## config.mk

```make
export PLATFORM = sky130hd
export DESIGN_NAME = pcg_top
export DESIGN_NICKNAME = d
export VERILOG_FILES = /design/src/rtl/pcg_pkg.sv /design/src/rtl/pcg_gate_sync.sv /design/src/rtl/pcg_top.sv
export SDC_FILE = /design/constraint.sdc
export NUM_CORES = 1
export LEC_CHECK = 0
export BUFFER_PORTS_ARGS = -buffer_cell sky130_fd_sc_hd__buf_2
export CAP_MARGIN = 10
export CORE_MARGIN = 4
export CORE_UTILIZATION = 30
export DETAILED_ROUTE_END_ITERATION = 10
export GPL_ROUTABILITY_DRIVEN = 0
export PLACE_DENSITY_LB_ADDON = 0.25
export SLEW_MARGIN = 15
export SYNTH_ARGS = -nofsm -noshare
export SYNTH_HDL_FRONTEND = slang
export SYNTH_HIERARCHICAL = 1
export SYNTH_SLANG_ARGS = --single-unit
```

## constraint.sdc

```tcl
create_clock -name clock_i -period 1.98 [get_ports clock_i]
set_clock_uncertainty 0.05 [all_clocks]
set_input_delay 0 -clock clock_i [delete_from_list [all_inputs] [get_ports clock_i]]
set_output_delay 0 -clock clock_i [all_outputs]
set_load 0.005 [all_outputs]
```

## src/rtl/pcg_pkg.sv

```systemverilog
package pcg_pkg;
   // ==========================================
   // Bus and register map (indexes; byte address = index * 4)
   localparam int unsigned ADDR_W = 16;
   localparam int unsigned DATA_W = 32;
   localparam int unsigned REG_W = 16;
   localparam logic [ADDR_W-1:0] IDX_GATE_TWO = 16'h1c03;
   localparam logic [ADDR_W-1:0] IDX_GATE_ONE = 16'h1c10;
   localparam logic [ADDR_W-1:0] IDX_STOP_HS = 16'h1c3a;
   localparam int unsigned BYTE_SHIFT = 2;

   // ==========================================
   // Gate register one fields
   localparam int unsigned G1_AUDIO3 = 0;
   localparam int unsigned G1_SYNC_SER = 1;
   localparam int unsigned G1_ASYNC_SER = 2;
   localparam int unsigned G1_XFER0 = 3;
   localparam int unsigned G1_CARD0 = 4;
   localparam logic [REG_W-1:0] G1_RESET = 16'h0000;

   // ==========================================
   // Gate register two fields
   localparam int unsigned G2_HOST_LINK = 2;
   localparam int unsigned G2_XFER1 = 3;
   localparam int unsigned G2_XFER2 = 4;
   localparam int unsigned G2_XFER3 = 5;
   localparam int unsigned G2_ANALOG = 6;
   localparam logic [REG_W-1:0] G2_MASK = 16'h007f;
   localparam logic [REG_W-1:0] G2_RESET = 16'h0000;

   // ==========================================
   // Stop handshake register fields
   localparam int unsigned HS_USB_REQ = 2;
   localparam int unsigned HS_USB_ACK = 3;
   localparam int unsigned HS_UART_REQ = 4;
   localparam int unsigned HS_UART_ACK = 5;
   localparam logic HS_REQ_RESET = 1'b1;
   localparam logic HS_ACK_RESET = 1'b1;

   // ==========================================
   // Gated clock enables, in output order
   localparam int unsigned N_GATES = 10;
endpackage : pcg_pkg

```

## src/rtl/pcg_gate_sync.sv

```systemverilog
`timescale 1ns/1ps
module pcg_gate_sync #(
   parameter int unsigned W = 10
) (
   input wire logic clock_i,
   input wire logic rst_i,
   input wire logic [W-1:0] gate_i,
   output logic [W-1:0] clk_en_o
);
   typedef struct packed {
      logic [W-1:0] en;
   } pcg_sync_s;

   pcg_sync_s st_q;
   pcg_sync_s st_d;

   // ==========================================
   // Enables move only on a clock edge, so a gated
   // clock never sees a shortened high or low phase
   always_comb begin
      st_d = st_q;
      st_d.en = ~gate_i;
   end

   always_ff @(posedge clock_i) begin
      if (rst_i) begin
         st_q <= '{en: {W{1'b1}}};
      end else begin
         st_q <= st_d;
      end
   end

   assign clk_en_o = st_q.en;
endmodule : pcg_gate_sync

```

## src/rtl/pcg_top.sv

```systemverilog
// Contract
// - Gate one bit 4 stops memory-card 0 clock when 1, runs when 0.
// - Gate one bit 3 stops transfer engine 0 clock when 1.
// - Gate one bit 2 stops asynchronous serial port clock when 1.
// - Gate one bit 1 stops synchronous serial port clock when 1.
// - Gate one bit 0 stops fourth audio port clock when 1.
// - Gate two bit 6 stops clock of analog control registers.
// - Gate two bit 5 stops transfer engine 3 clock when 1.
// - Gate two bit 4 stops transfer engine 2 clock when 1.
// - Gate two bit 3 stops transfer engine 1 clock when 1.
// - Gate two bit 2 stops host link controller clock when 1.
// - Acknowledge set once peripheral agrees and its bus is idle.
//
// Implementation choice: the APB interface to the registers.
`timescale 1ns/1ps
module pcg_top (
   input wire logic clock_i,
   input wire logic rst_i,
   // APB slave
   input wire logic psel_i,
   input wire logic penable_i,
   input wire logic pwrite_i,
   input wire logic [pcg_pkg::ADDR_W-1:0] paddr_i,
   input wire logic [pcg_pkg::DATA_W-1:0] pwdata_i,
   input wire logic [3:0] pstrb_i,
   output logic [pcg_pkg::DATA_W-1:0] prdata_o,
   output logic pready_o,
   output logic pslverr_o,
   // Stop handshake with the serial port and host link
   input wire logic uart_stop_ok_i,
   input wire logic uart_busy_i,
   input wire logic usb_stop_ok_i,
   input wire logic usb_busy_i,
   output logic uart_stop_req_o,
   output logic usb_stop_req_o,
   // Clock enables, high while the clock runs
   output logic card_ctrl0_clk_en_o,
   output logic xfer_engine0_clk_en_o,
   output logic async_serial_clk_en_o,
   output logic sync_serial_clk_en_o,
   output logic audio_port3_clk_en_o,
   output logic analog_regs_clk_en_o,
   output logic xfer_engine3_clk_en_o,
   output logic xfer_engine2_clk_en_o,
   output logic xfer_engine1_clk_en_o,
   output logic host_link_clk_en_o
);
   typedef struct packed {
      logic [pcg_pkg::REG_W-1:0] gate_one;
      logic [pcg_pkg::REG_W-1:0] gate_two;
      logic uart_req;
      logic uart_ack;
      logic usb_req;
      logic usb_ack;
      logic [pcg_pkg::DATA_W-1:0] rdata;
   } pcg_state_s;

   pcg_state_s st_q;
   pcg_state_s st_d;

   logic [pcg_pkg::N_GATES-1:0] gate_vec;
   logic [pcg_pkg::N_GATES-1:0] en_vec;
   logic setup_ph;
   logic access_ph;
   logic wr_en;
   logic [pcg_pkg::ADDR_W-1:0] word_idx;
   logic addr_hit;

   // ==========================================
   // Address decoding
   function automatic logic [pcg_pkg::ADDR_W-1:0] to_index(
      input logic [pcg_pkg::ADDR_W-1:0] a
   );
      to_index = a >> pcg_pkg::BYTE_SHIFT;
   endfunction : to_index

   function automatic logic is_mapped(input logic [pcg_pkg::ADDR_W-1:0] a);
      logic [pcg_pkg::ADDR_W-1:0] i;
      i = to_index(a);
      is_mapped = (a[pcg_pkg::BYTE_SHIFT-1:0] == 2'h0) &&
                  ((i == pcg_pkg::IDX_GATE_ONE) ||
                   (i == pcg_pkg::IDX_GATE_TWO) ||
                   (i == pcg_pkg::IDX_STOP_HS));
   endfunction : is_mapped

   // Merges a 16-bit write through the two low byte strobes
   function automatic logic [pcg_pkg::REG_W-1:0] merge16(
      input logic [pcg_pkg::REG_W-1:0] old,
      input logic [pcg_pkg::DATA_W-1:0] wd,
      input logic [3:0] strb
   );
      logic [pcg_pkg::REG_W-1:0] r;
      r = old;
      if (strb[0]) begin
         r[7:0] = wd[7:0];
      end
      if (strb[1]) begin
         r[15:8] = wd[15:8];
      end
      merge16 = r;
   endfunction : merge16

   assign setup_ph = psel_i && !penable_i;
   assign access_ph = psel_i && penable_i;
   assign word_idx = to_index(paddr_i);
   assign addr_hit = is_mapped(paddr_i);
   assign wr_en = access_ph && pwrite_i && addr_hit;

   // ==========================================
   // Register update and read capture
   always_comb begin
      logic [pcg_pkg::REG_W-1:0] hs_word;
      hs_word = '0;
      st_d = st_q;

      if (wr_en && word_idx == pcg_pkg::IDX_GATE_ONE) begin
         // Reserved bit 5 is stored as written; software keeps it at 1
         st_d.gate_one = merge16(st_q.gate_one, pwdata_i, pstrb_i);
      end

      if (wr_en && word_idx == pcg_pkg::IDX_GATE_TWO) begin
         st_d.gate_two = merge16(st_q.gate_two, pwdata_i, pstrb_i) &
                         pcg_pkg::G2_MASK;
      end

      if (wr_en && word_idx == pcg_pkg::IDX_STOP_HS && pstrb_i[0]) begin
         st_d.uart_req = pwdata_i[pcg_pkg::HS_UART_REQ];
         st_d.usb_req = pwdata_i[pcg_pkg::HS_USB_REQ];
      end

      // acknowledge when idle
      // Follows the request one cycle late; dropping the request
      // withdraws the acknowledge so a stale grant cannot be reused
      st_d.uart_ack = st_q.uart_req && uart_stop_ok_i && !uart_busy_i;
      st_d.usb_ack = st_q.usb_req && usb_stop_ok_i && !usb_busy_i;

      hs_word[pcg_pkg::HS_UART_REQ] = st_q.uart_req;
      hs_word[pcg_pkg::HS_UART_ACK] = st_q.uart_ack;
      hs_word[pcg_pkg::HS_USB_REQ] = st_q.usb_req;
      hs_word[pcg_pkg::HS_USB_ACK] = st_q.usb_ack;

      // Read data is sampled in the setup cycle so it leaves a flop
      if (setup_ph) begin
         st_d.rdata = '0;
         unique case (word_idx)
            pcg_pkg::IDX_GATE_ONE: begin
               st_d.rdata[pcg_pkg::REG_W-1:0] = st_q.gate_one;
            end
            pcg_pkg::IDX_GATE_TWO: begin
               st_d.rdata[pcg_pkg::REG_W-1:0] = st_q.gate_two;
            end
            pcg_pkg::IDX_STOP_HS: begin
               st_d.rdata[pcg_pkg::REG_W-1:0] = hs_word;
            end
            default: begin
               st_d.rdata = '0;
            end
         endcase
         if (!addr_hit) begin
            st_d.rdata = '0;
         end
      end
   end

   always_ff @(posedge clock_i) begin
      if (rst_i) begin
         st_q <= '{gate_one: pcg_pkg::G1_RESET,
                   gate_two: pcg_pkg::G2_RESET,
                   uart_req: pcg_pkg::HS_REQ_RESET,
                   uart_ack: pcg_pkg::HS_ACK_RESET,
                   usb_req: pcg_pkg::HS_REQ_RESET,
                   usb_ack: pcg_pkg::HS_ACK_RESET,
                   rdata: '0};
      end else begin
         st_q <= st_d;
      end
   end

   // ==========================================
   // Bus answer: zero wait states, error on unmapped words
   assign pready_o = 1'b1;
   assign pslverr_o = access_ph && !addr_hit;
   assign prdata_o = st_q.rdata;
   assign uart_stop_req_o = st_q.uart_req;
   assign usb_stop_req_o = st_q.usb_req;

   // ==========================================
   // Gate bits, 1 stops the clock
   always_comb begin
      gate_vec[0] = st_q.gate_one[pcg_pkg::G1_AUDIO3];
      gate_vec[1] = st_q.gate_one[pcg_pkg::G1_SYNC_SER];
      // asynchronous serial
      // The gate is not interlocked with the acknowledge; software owns it
      gate_vec[2] = st_q.gate_one[pcg_pkg::G1_ASYNC_SER];
      gate_vec[3] = st_q.gate_one[pcg_pkg::G1_XFER0];
      gate_vec[4] = st_q.gate_one[pcg_pkg::G1_CARD0];
      gate_vec[5] = st_q.gate_two[pcg_pkg::G2_HOST_LINK];
      gate_vec[6] = st_q.gate_two[pcg_pkg::G2_XFER1];
      gate_vec[7] = st_q.gate_two[pcg_pkg::G2_XFER2];
      gate_vec[8] = st_q.gate_two[pcg_pkg::G2_XFER3];
      gate_vec[9] = st_q.gate_two[pcg_pkg::G2_ANALOG];
   end

   pcg_gate_sync #(
      .W(pcg_pkg::N_GATES)
   ) u_gate_sync (
      .clock_i(clock_i),
      .rst_i(rst_i),
      .gate_i(gate_vec),
      .clk_en_o(en_vec)
   );

   assign audio_port3_clk_en_o = en_vec[0];
   assign sync_serial_clk_en_o = en_vec[1];
   assign async_serial_clk_en_o = en_vec[2];
   assign xfer_engine0_clk_en_o = en_vec[3];
   assign card_ctrl0_clk_en_o = en_vec[4];
   assign host_link_clk_en_o = en_vec[5];
   assign xfer_engine1_clk_en_o = en_vec[6];
   assign xfer_engine2_clk_en_o = en_vec[7];
   assign xfer_engine3_clk_en_o = en_vec[8];
   assign analog_regs_clk_en_o = en_vec[9];
endmodule : pcg_top

```

## Word-level counts from Yosys, hierarchy flattened

Cells that the tools add are included.
W data, S select, Z words.

| storage, ports and cells | value |
|---|---|
| output and inout port bits | 46 |
| bits in registers | 69 |

| cells by class | value |
|---|---|
| reduce and logical (&&, ||, !) cells | 24 |
| eq/ne operators | 3 |
| bitwise gates (word level) | 1 |
| multiplexer cells | 2 |

Operator list:

| operator | number |
|---|---|
| $pmux W16 S3 | 1 |
| $eq A14 B13 Y1 const B | 3 |
| $mux W16 | 1 |
| $logic_and A1 B1 Y1 | 14 |
| $not A10 Y10 | 1 |
| $reduce_and A2 Y1 | 3 |
| $logic_not A1 Y1 | 4 |
| $logic_not A2 Y1 | 1 |
| $logic_or A1 B1 Y1 | 2 |

## Logic depth before layout (Yosys ltp)

Gate-level depths: netlist of run 1.

| depth | value |
|---|---|
| depth in word-level cells | 7 |
| mapped depth | 6 |
| depth with buffers taken out | 4 |

## By module

The synthesis of run 1 kept the hierarchy.

By module, submodules not included:

| module | seq. area each (µm²) | cells an instance | area each (µm²) | times used |
|---|---|---|---|---|
| pcg_top | 860.8 | 248 | 2234.6 | 1 |
| pcg_gate_sync | 200.2 | 20 | 262.8 | 1 |

## Least setup slack after synthesis of run 1

OpenSTA, ideal clock, no wires.

| timing | value |
|---|---|
| path type | input to register |
| from | input port paddr_i[9] in the netlist's numbering |
| to | register st_q (netlist bit gate_vec[7]) |
| arrival | 1.401 ns |
| cell stages on the path | 4 |
| buffers on the path | 0 |
| slack | 0.396 ns |
| data required time | 1.798 ns |
| path through | or4b_2 -> or4_4 -> o21ai_0 -> a21oi_1 |

| between the ends | value |
|---|---|
| cells in the longest elaborated chain, start to end | 7 |
| elaborated cells on any way between the ends | 9 |

RTL lines:

| what | line | RTL |
|---|---|---|
| start, declared | pcg_top.sv:23 | `input wire logic [pcg_pkg::ADDR_W-1:0] paddr_i,` |
| $eq A14 B13 Y1, on equally long branches | pcg_top.sv:81, pcg_top.sv:82, pcg_top.sv:121 |  |
| $logic_or A1 B1 Y1 | pcg_top.sv:81 | `((i == pcg_pkg::IDX_GATE_ONE) \|\|` |
| $logic_or A1 B1 Y1 | pcg_top.sv:82 | `(i == pcg_pkg::IDX_GATE_TWO) \|\|` |
| $logic_and A1 B1 Y1 | pcg_top.sv:80 | `is_mapped = (a[pcg_pkg::BYTE_SHIFT-1:0] == 2'h0) &&` |
| $logic_and A1 B1 Y1 | pcg_top.sv:107 | `assign wr_en = access_ph && pwrite_i && addr_hit;` |
| $logic_and A1 B1 Y1 (*) | pcg_top.sv:121 | `if (wr_en && word_idx == pcg_pkg::IDX_GATE_TWO) begin` |
| $reduce_and A2 Y1 (no source line) (*) | - |  |
| end signal, assigned | pcg_top.sv:167 | `st_q <= '{gate_one: pcg_pkg::G1_RESET,` |
| end signal, assigned | pcg_top.sv:175 | `st_q <= st_d;` |
| end, declared | pcg_top.sv:58 | `pcg_state_s st_q;` |

Every way passes the cells marked *; elsewhere a longest branch is shown, timed or not.
A chain may end at the register's enable or synchronous reset.

## Final worst setup path of run 1

| timing | value |
|---|---|
| from | input port paddr_i[9] in the netlist's numbering |
| to | register st_q (netlist bit gate_vec[8]) |

Same word-level chain as after synthesis.

==> impl_metrics.tcl, run 1 <==
set metrics [dict create \
    powerDensity_nw_per_um2 636 \
    worstSetupPathType "in2reg" \
    fmax_mhz 677 \
    yosys.area.top_type "dfxtp_1" \
    grt_pass1_vias 2052 \
    grt_pass1_wl_mm 10.5 \
    end_kind "flop" \
    drive_above_1_share_pct 29.7 \
    cts.sinks 53 \
    fin_ws_ps 503 \
    fill_cells 859 \
    start_util_pct 30.5 \
    syn-cell-area_um2 2500 \
    setup-tns-final_ps 0 \
    synthCells 268 \
    synth_top_area_share_pct 42.5 \
    cts_htree_levels 2 \
    core_um2 8180 \
    final_common_cell "buf_2" \
    ys_seq_elements 53 \
    dp_cells 424 \
    grt_antenna_before_repair 0 \
    viasPerCell 4.79 \
    pre_cts_ws_ps 197 \
    slowest_delay_ps 720 \
    crit_path_cell_trace "buf_2, or4b_2, or4_4, o21ai_0, a21oi_1" \
    root_buffer "clkbuf_8" \
    cts_buffers 5 \
    syn2layout_area_growth_pct 25.8 \
    setup_viol 0 \
    drc 0 \
    start_kind "input port" \
    synth.distinct_cells 40 \
    wl_mm 6.53 \
    path_clk_slew_ps 90 \
    yosysSeqAreaShare_pct 42.5 \
    fp.dieW_um 99.2 \
    drv_cap 0 \
    crit_slowest_cell "or4b_2" \
    status "completed" \
    slew_viol_final 0 \
    critPathTopFamily "simple AND/OR/NAND/NOR gates" \
    vdd.ir_drop.worst_v 0.000280 \
    ant_nets 0 \
    nets 407 \
    final_area_um2 3140 \
    rsz0062_at_grt "no" \
    boundaryPins 107 \
    cts_buffer_depth 2 \
    synth.top_cells.by_area "dfxtp_1, buf_4, nand2b_1" \
    hold_path.class "in2reg" \
    fin_crit_ps 1480 \
    path_buf_inv 1 \
    crit_required_ps 2110 \
    dr_total_vias 2165 \
    die_h_um 99.2 \
    grt_usage_pct 13.1 \
    finalHoldViolCount 0 \
    worst_skew_pair.late_latency_ps 300 \
    numPortBuffers 71 \
    period_share_pct 74.6 \
    cp_max_fo 7 \
    yosys_warnings 6 \
    power_leakage_nw 1.24 \
    hpwl_mm 4.74 \
    placed_area_um2 2820 \
    layout_common_cells "buf_2, dfxtp_1, nand2b_1, o21ai_0, dlygate4sd3_1" \
    antenna_cells 0 \
    rows 33 \
    cts_tree "built" \
    firstDrtPassIters 4 \
    fin_cells 452 \
    die_area_um2 9850 \
    drt_iter0_drc 139 \
    wl_per_cell_um 14.4 \
    grt_start_max_net_pins 33 \
    arrival_ps 1610 \
    avgSynthCellArea_um2 9.32 \
    grt-ovfl-total 0 \
]
final cells by class:
type	count	area [um^2]	area share, %
Tap cell	105	131	4.18
Timing Repair Buffer	103	646	20.5
Inverter	1	3.75	0.119
Clock buffer	6	82.6	2.63
Sequential cell	53	1060	33.8
Multi-Input combinational cell	182	1180	37.6
Clock inverter	2	37.5	1.19
sequential cells by signal (all words and copies together), names as in the netlist:
register              cells
uart_stop_req_o           1
st_q                     15
usb_stop_req_o            1
prdata_o                 16
gate_vec                 10
u_gate_sync/clk_en_o     10
metal layers:
| metal | vias up | global-route usage [%] | share of wire [%] |
|---|---|---|---|
| met1 | 1006 | 17.6 | 46 |
| met4 | 0 | 3.68 | 1.5 |
| met2 | 56 | 21.1 | 48 |
| met3 | 10 | 2.95 | 4.4 |
| li1 | 1093 | - | - |
| met5 | - | 0 | 0 |
cells by family (layout without fill, tap and decap cells):
kind of cell | after synthesis | after routing | share of synthesized area (%)
AO/OA/AOI/OAI | 66 | 66 | 17.0
buffers and inverters | 48 | 112 | 12.5
flip-flops | 53 | 53 | 42.5
multiplexers | 8 | 8 | 3.21
other | 2 | 17 | 0.301
AND/OR/NAND/NOR | 91 | 91 | 24.4
tightest hold or removal path, cell delays in order:
cell	delay, ps
buf_2	100
nor3_1	90
nand3_1	90
a21oi_1	60
what timing repair did:
action / CTS / global route
hold endpoints to repair: 27 / 0
gates resized for setup: 0 / 0
hold buffers: 20 / 0
setup buffers: 0 / 0
Yosys cell counts, drive strengths merged:
cell type,count
or4b,4
o21bai,2
nor2,12
nor3,3
a22oi,4
and4bb,2
a32oi,12
a41oi,4
nand2,2
nand4bb,1
o211a,1
conb,2
a311o,2
or3b,1
mux2i,8
and3,6
and4,1
o21ai,21
buf,37
nand4,10
dfxtp,53
nand2b,27
a21boi,2
nor2b,1
nand4b,1
nor4,4
or4,1
or2b,1
clkbuf,10
inv,1
nand3,12
and3b,1
nor3b,1
a21oi,18
where the power goes:
group | switching [mW] | leakage [nW] | total, mW | internal, mW
clock | 0.351 | 0.0574 | 0.762 | 0.411
combinational | 0.0826 | 0.753 | 0.168 | 0.0856
sequential | 0.000793 | 0.428 | 1.07 | 1.07
final timing paths:
| check | start | end | slack [ps] | cells past startpoint |
|---|---|---|---|---|
| setup / recovery | paddr_i[9] | gate_vec[8] | 500 | 5 |
| hold / removal | paddr_i[0] | prdata_o[6] | 20 | 4 |
| setup reg to reg | uart_stop_req_o | st_q[34] | 750 | 3 |
| hold reg to reg | gate_vec[1] | u_gate_sync/clk_en_o[1] | 370 | 1 |
per-stage QoR:
| step | power, mW | util [%] | hold WS (ps) |
|---|---|---|---|
| final | 2.00 | 38.4 | 24.9 |
| after detailed placement | 1.23 | 34.5 | 148 |
| after global routing | 2.07 | 38.4 | 44.8 |
| after global placement | 1.23 | 34.5 | 152 |
| after floorplan | 1.18 | - | 51.1 |
| after CTS | 2.02 | 38.4 | 26.0 |
No activity file was read; power rests on OpenSTA's default activity.
==> run 2: changes to the inputs <==
--- a/config.mk
+++ b/config.mk
@@ -5,6 +5,7 @@
 export SDC_FILE = /design/constraint.sdc
 export NUM_CORES = 1
 export LEC_CHECK = 0
+export ABC_AREA = 1
 export BUFFER_PORTS_ARGS = -buffer_cell sky130_fd_sc_hd__buf_2
 export CAP_MARGIN = 10
 export CORE_MARGIN = 4
==> constraint.sdc (replaced) <==
create_clock -name clock_i -period 1.35 [get_ports clock_i]
set_clock_uncertainty 0.05 [all_clocks]
set_input_delay 0 -clock clock_i [delete_from_list [all_inputs] [get_ports clock_i]]
set_output_delay 0 -clock clock_i [all_outputs]
set_load 0.005 [all_outputs]
==> run 2 against run 1 <==
Final cell count up 13%. Via count down 0.42%. Non-clock buffer count down 5. First-iteration DRC count down 48%. Synthesized cell count up 22%. Wire length down 9.5%. Register-to-register slack worse by 670 ps. Utilization down 0.47 points. Clock-buffer cell count up 1. Sequential power up 47%. Critical path depth down 2. Critical path type is now reg2reg. Highest routed layer unchanged.
==> impl_metrics.tcl, run 2 <==
set metrics [dict create \
    die_h_um 99.3 \
    hpwl_mm 4.59 \
    wl_mm 5.91 \
    cts_tree "built" \
    path_clk_slew_ps 90 \
    vdd.ir_drop.worst_v 0.000347 \
    grt_antenna_before_repair 0 \
    viasPerCell 4.22 \
    wl_per_cell_um 11.6 \
    final_common_cell "nand2_1" \
    fmax_mhz 787 \
    worst_skew_pair.late_latency_ps 300 \
    grt_pass1_wl_mm 9.83 \
    firstDrtPassIters 5 \
    layout_common_cells "nand2_1, buf_2, dfxtp_1, nor2_1, a21oi_1" \
    dr_total_vias 2156 \
    hold_ws_ps 13.6 \
    synth_common_cells "nand2_1, dfxtp_1, nor2_1, buf_4, a21oi_1" \
    fin_util_pct 38.0 \
    ant_nets 0 \
    nets 466 \
    syn-cell-area_um2 2500 \
    cts_buffers 5 \
    grt_usage_pct 12.2 \
    grt-ovfl-total 0 \
    avgSynthCellArea_um2 7.66 \
    dp_cells 483 \
    synth_ff_type "dfxtp_1" \
    largest_register_ffs 16 \
    crit_required_ps 1550 \
    cts_buffer_depth 2 \
    end_kind "flop" \
    placed_area_um2 2810 \
    yosys_warnings 6 \
    synth.distinct_cells 26 \
    start_kind "flop" \
    die_area_um2 9850 \
    rows 33 \
    ys_seq_elements 53 \
    pre_cts_ws_ps -32.7 \
    synth-edff-count 0 \
    r2r_slack_ps 80 \
    boundaryPins 107 \
    regArea_um2 1060 \
    final_area_um2 3100 \
    ys_async_sr_fraction_pct 0 \
    grt_start_max_net_pins 20 \
    setup_viol 0 \
    cts_setup_buffers 0 \
    synth.top_cells.by_area "dfxtp_1, nand2_1, buf_4" \
    grt_pass1_vias 2105 \
    finalHoldViolCount 0 \
    core_um2 8180 \
    slew_viol_final 0 \
    syn2layout_area_growth_pct 24.2 \
    cp_max_fo 4 \
    rsz0062_at_grt "no" \
    yosys.area.top_type "dfxtp_1" \
    fin_ws_ps 79.0 \
    root_buffer "clkbuf_8" \
    yosysSeqAreaShare_pct 42.5 \
    numPortBuffers 71 \
    antenna_cells 0 \
    status "completed" \
    power_leakage_nw 1.41 \
    period_share_pct 94.1 \
    worstSetupPathType "reg2reg" \
    fin_cells 511 \
    drive_above_1_share_pct 28.3 \
    synth_top_area_share_pct 42.5 \
    total_power_mw 2.67 \
    hold_path.class "in2reg" \
    powerDensity_nw_per_um2 861 \
    fin_crit_ps 1270 \
    synthCells 326 \
    fill_cells 887 \
    drc 0 \
    arrival_ps 1470 \
    multiInputGateArea_um2 1120 \
    setup-tns-final_ps 0 \
    fp.dieW_um 99.3 \
    cts.sinks 53 \
    cts_htree_levels 2 \
    synth_most_common_cell "nand2_1" \
    start_util_pct 30.6 \
    drv_cap 0 \
    drt_iter0_drc 72 \
]
## run 2: cell types whose count changed after synthesis, sizes merged, moves of 5 or more
cell / previous run / this run
o21bai: 2 / 7
a32oi: 12 / 0
mux2i: 8 / 0
nor2: 12 / 50
nand2: 2 / 88
nand2b: 27 / 0
o21ai: 21 / 10
and3: 6 / 0
inv: 1 / 20
a21oi: 18 / 24
## run 2: logic make-up (layout without fill, tap and decap cells)
| group | after synthesis | count (layout) | synth area share (%) |
|---|---|---|---|
| other cells | 2 | 17 | 0.301 |
| compound gates | 44 | 44 | 9.97 |
| flops | 53 | 53 | 42.5 |
| simple gates | 164 | 164 | 32.1 |
| buf+inv | 63 | 128 | 15.1 |
## run 2: worst max-delay path: stages, from the launching register on
cell and delay, ps:
dfxtp_2 360, nand2_1 50, o21ai_0 170, dlygate4sd3_1 580
## run 2: area by class of cell
type	instances	area share, %
sequential	53	34.2
tap	105	4.23
clock inverter	1	0.242
clock buffer	7	2.46
inverter	22	2.86
multi-input combinational	225	36.0
timing repair buffer	98	20.0
## run 2: final timing paths
path,from,cells after the start,endpoint
setup reg to reg,usb_stop_req_o,3,st_q[32]
hold / removal,rst_i,2,prdata_o[1]
setup / recovery,usb_stop_req_o,3,st_q[32]
hold reg to reg,gate_vec[4],1,u_gate_sync/clk_en_o[4]
## run 2: repair_timing
item	CTS	global route
hold buffers	20	0
endpoints found under the setup margin	0	2
resized for setup	0	2
hold endpoints to repair	27	0
## run 2: where the power goes
group / internal (mW) / leakage [nW] / switching (mW) / total, mW
clock: 0.368 / 0.0385 / 0.508 / 0.876
sequential: 1.57 / 0.427 / 0.000833 / 1.57
combinational: 0.105 / 0.946 / 0.124 / 0.229
## run 2: per-layer routing
layer | vias up | track usage (%) | share of wire [%]
li1 | 1146 | - | -
met3 | 6 | 2.17 | 5.0
met1 | 946 | 16.1 | 48
met4 | 0 | 3.78 | 1.3
met5 | - | 0 | 0
met2 | 58 | 20.5 | 46
==> run 3: changes to the inputs <==
--- a/config.mk
+++ b/config.mk
@@ -6,11 +6,11 @@
 export NUM_CORES = 1
 export LEC_CHECK = 0
 export ABC_AREA = 1
-export BUFFER_PORTS_ARGS = -buffer_cell sky130_fd_sc_hd__buf_2
 export CAP_MARGIN = 10
 export CORE_MARGIN = 4
 export CORE_UTILIZATION = 30
 export DETAILED_ROUTE_END_ITERATION = 10
+export DONT_BUFFER_PORTS = 1
 export GPL_ROUTABILITY_DRIVEN = 0
 export PLACE_DENSITY_LB_ADDON = 0.25
 export SLEW_MARGIN = 15
==> run 3 against run 2 <==
Sequential power about the same. Cell area down 8.4%. Hold slack worse by 4.7 ps. Critical path depth up 4. Sequential share of layout area up 3.2 points. Maximum frequency down 1.9%. Largest cell class unchanged.
==> impl_metrics.tcl, run 3 (synthesis gave the netlist of run 2 again) <==
set metrics [dict create \
    status "completed" \
    start_kind "input port" \
    endpoint "st_q[58]" \
    viasPerCell 4.36 \
    r2r_slack_ps 70 \
    hpwl_mm 4.39 \
    syn2layout_area_growth_pct 13.8 \
    grt_pass1_vias 1824 \
    numPortBuffers 0 \
    root_buffer "clkbuf_8" \
    grt_start_max_net_pins 25 \
    rsz0062_at_grt "no" \
    grt_usage_pct 12.0 \
    vdd.ir_drop.worst_v 0.000396 \
    fp.dieW_um 99.3 \
    dr_total_vias 1962 \
    r2r.worst_path.cells 3 \
    worst_skew_pair.late_latency_ps 300 \
    arrival_ps 1470 \
    largest_register_ffs 16 \
    grt-ovfl-total 0 \
    fill_cells 863 \
    cp_max_fo 7 \
    slew_viol_final 0 \
    period_share_pct 96.0 \
    fin_crit_ps 1300 \
    firstDrtPassIters 4 \
    fmax_mhz 772 \
    die_area_um2 9850 \
    setup_viol 0 \
    cts_buffers 5 \
    dp_cells 412 \
    setup-tns-final_ps 0 \
    rows 33 \
    layout_common_cells "nand2_1, dfxtp_1, nor2_1, dlygate4sd3_1, a21oi_1" \
    grt_antenna_before_repair 0 \
    reg2reg_from "usb_stop_req_o" \
    powerDensity_nw_per_um2 921 \
    drv_cap 0 \
    path_clk_slew_ps 90 \
    drc 0 \
    ant_nets 0 \
    placed_area_um2 2450 \
    slew_headroom_pct 38.8 \
    total_power_mw 2.62 \
    final_common_cell "nand2_1" \
    hold_path.class "in2reg" \
    cts.sinks 53 \
    start_util_pct 30.6 \
    boundaryPins 107 \
    wl_mm 5.99 \
    finalHoldViolCount 0 \
    drive_above_1_share_pct 13.6 \
    antenna_cells 0 \
    wl_per_cell_um 13.3 \
    worstMarginPinSlew_ps 915 \
    timing.critical_path.from "paddr_i[0]" \
    crit_required_ps 1530 \
    grt_pass1_wl_mm 9.34 \
    cts_buffer_depth 2 \
    die_h_um 99.3 \
    fin_cells 450 \
    end_kind "flop" \
    drt_iter0_drc 127 \
    cts_tree "built" \
    final_area_um2 2840 \
    worstSetupPathType "in2reg" \
    core_um2 8180 \
    nets 405 \
    power_leakage_nw 1.18 \
    r2r_end "st_q[32]" \
    cts_htree_levels 2 \
]
-- run 3: cell count changes in the layout (fill, tap and decap cells not counted), sizes merged --
cell	change
clkinvlp	-1
dlygate4sd3	+7
nand4	+1
buf	-69
clkinv	+1
-- run 3: stage by stage --
stage | hold WS, ps | util [%] | worst slack (ps)
2_1_floorplan | 61.0 | - | 191
3_3_place_gp | 23.9 | 29.9 | 54.7
3_5_place_dp | 25.5 | 29.9 | 31.4
4_1_cts | 3.98 | 34.3 | 53.3
5_1_grt | 42.0 | 34.8 | 5.11
6_report | 8.83 | 34.8 | 54.5
-- run 3: worst min path at each step --
| stage | from | to | slack, ps | cells past startpoint |
|---|---|---|---|---|
| 4_1_cts | psel_i | prdata_o[1] | 4 | 6 |
| 3_5_place_dp | rst_i | prdata_o[1] | 30 | 1 |
| 5_1_grt | psel_i | prdata_o[6] | 40 | 6 |
| 2_1_floorplan | usb_busy_i | st_q[32] | 60 | 1 |
| 3_3_place_gp | rst_i | prdata_o[0] | 20 | 1 |
| 6_report | psel_i | prdata_o[1] | 9 | 6 |
-- run 3: repair_timing --
item,in CTS,in global routing
endpoints found under the setup margin,0,12
gates resized for setup,0,2
setup buffers,0,2
endpoints found under the hold margin,53,0
hold buffers,27,0
-- run 3: critical path, cell delays in order --
cell	delay, ps
dlygate4sd3_1	580
nor2_4	260
nand4_4	160
nor2_8	160
buf_12	120
nand2_1	40
a21oi_1	140
-- run 3: final cells by class --
type | instances | area [um^2] | share of cell area [%]
Multi-Input combinational cell | 226 | 1130 | 39.7
Inverter | 22 | 85.1 | 2.99
Sequential cell | 53 | 1060 | 37.4
Timing Repair Buffer | 36 | 350 | 12.3
Clock buffer | 7 | 76.3 | 2.68
Tap cell | 105 | 131 | 4.62
Clock inverter | 1 | 7.51 | 0.264
-- run 3: routing by layer --
metal | share of wire (%) | vias to the layer above | wire, um | track usage (%)
met5 | 0 | - | 0 | 0
met4 | 1.8 | 0 | 108 | 4.41
met3 | 8.6 | 8 | 512 | 3.16
met2 | 48 | 69 | 2860 | 19.8
met1 | 42 | 856 | 2500 | 14.9
li1 | - | 1029 | - | -
-- run 3: power by group --
part | internal, mW | switching [mW] | leakage (nW)
clock | 0.368 | 0.502 | 0.0385
sequential | 1.57 | 0.00117 | 0.427
combinational | 0.0770 | 0.103 | 0.712
total | 2.01 | 0.607 | 1.18
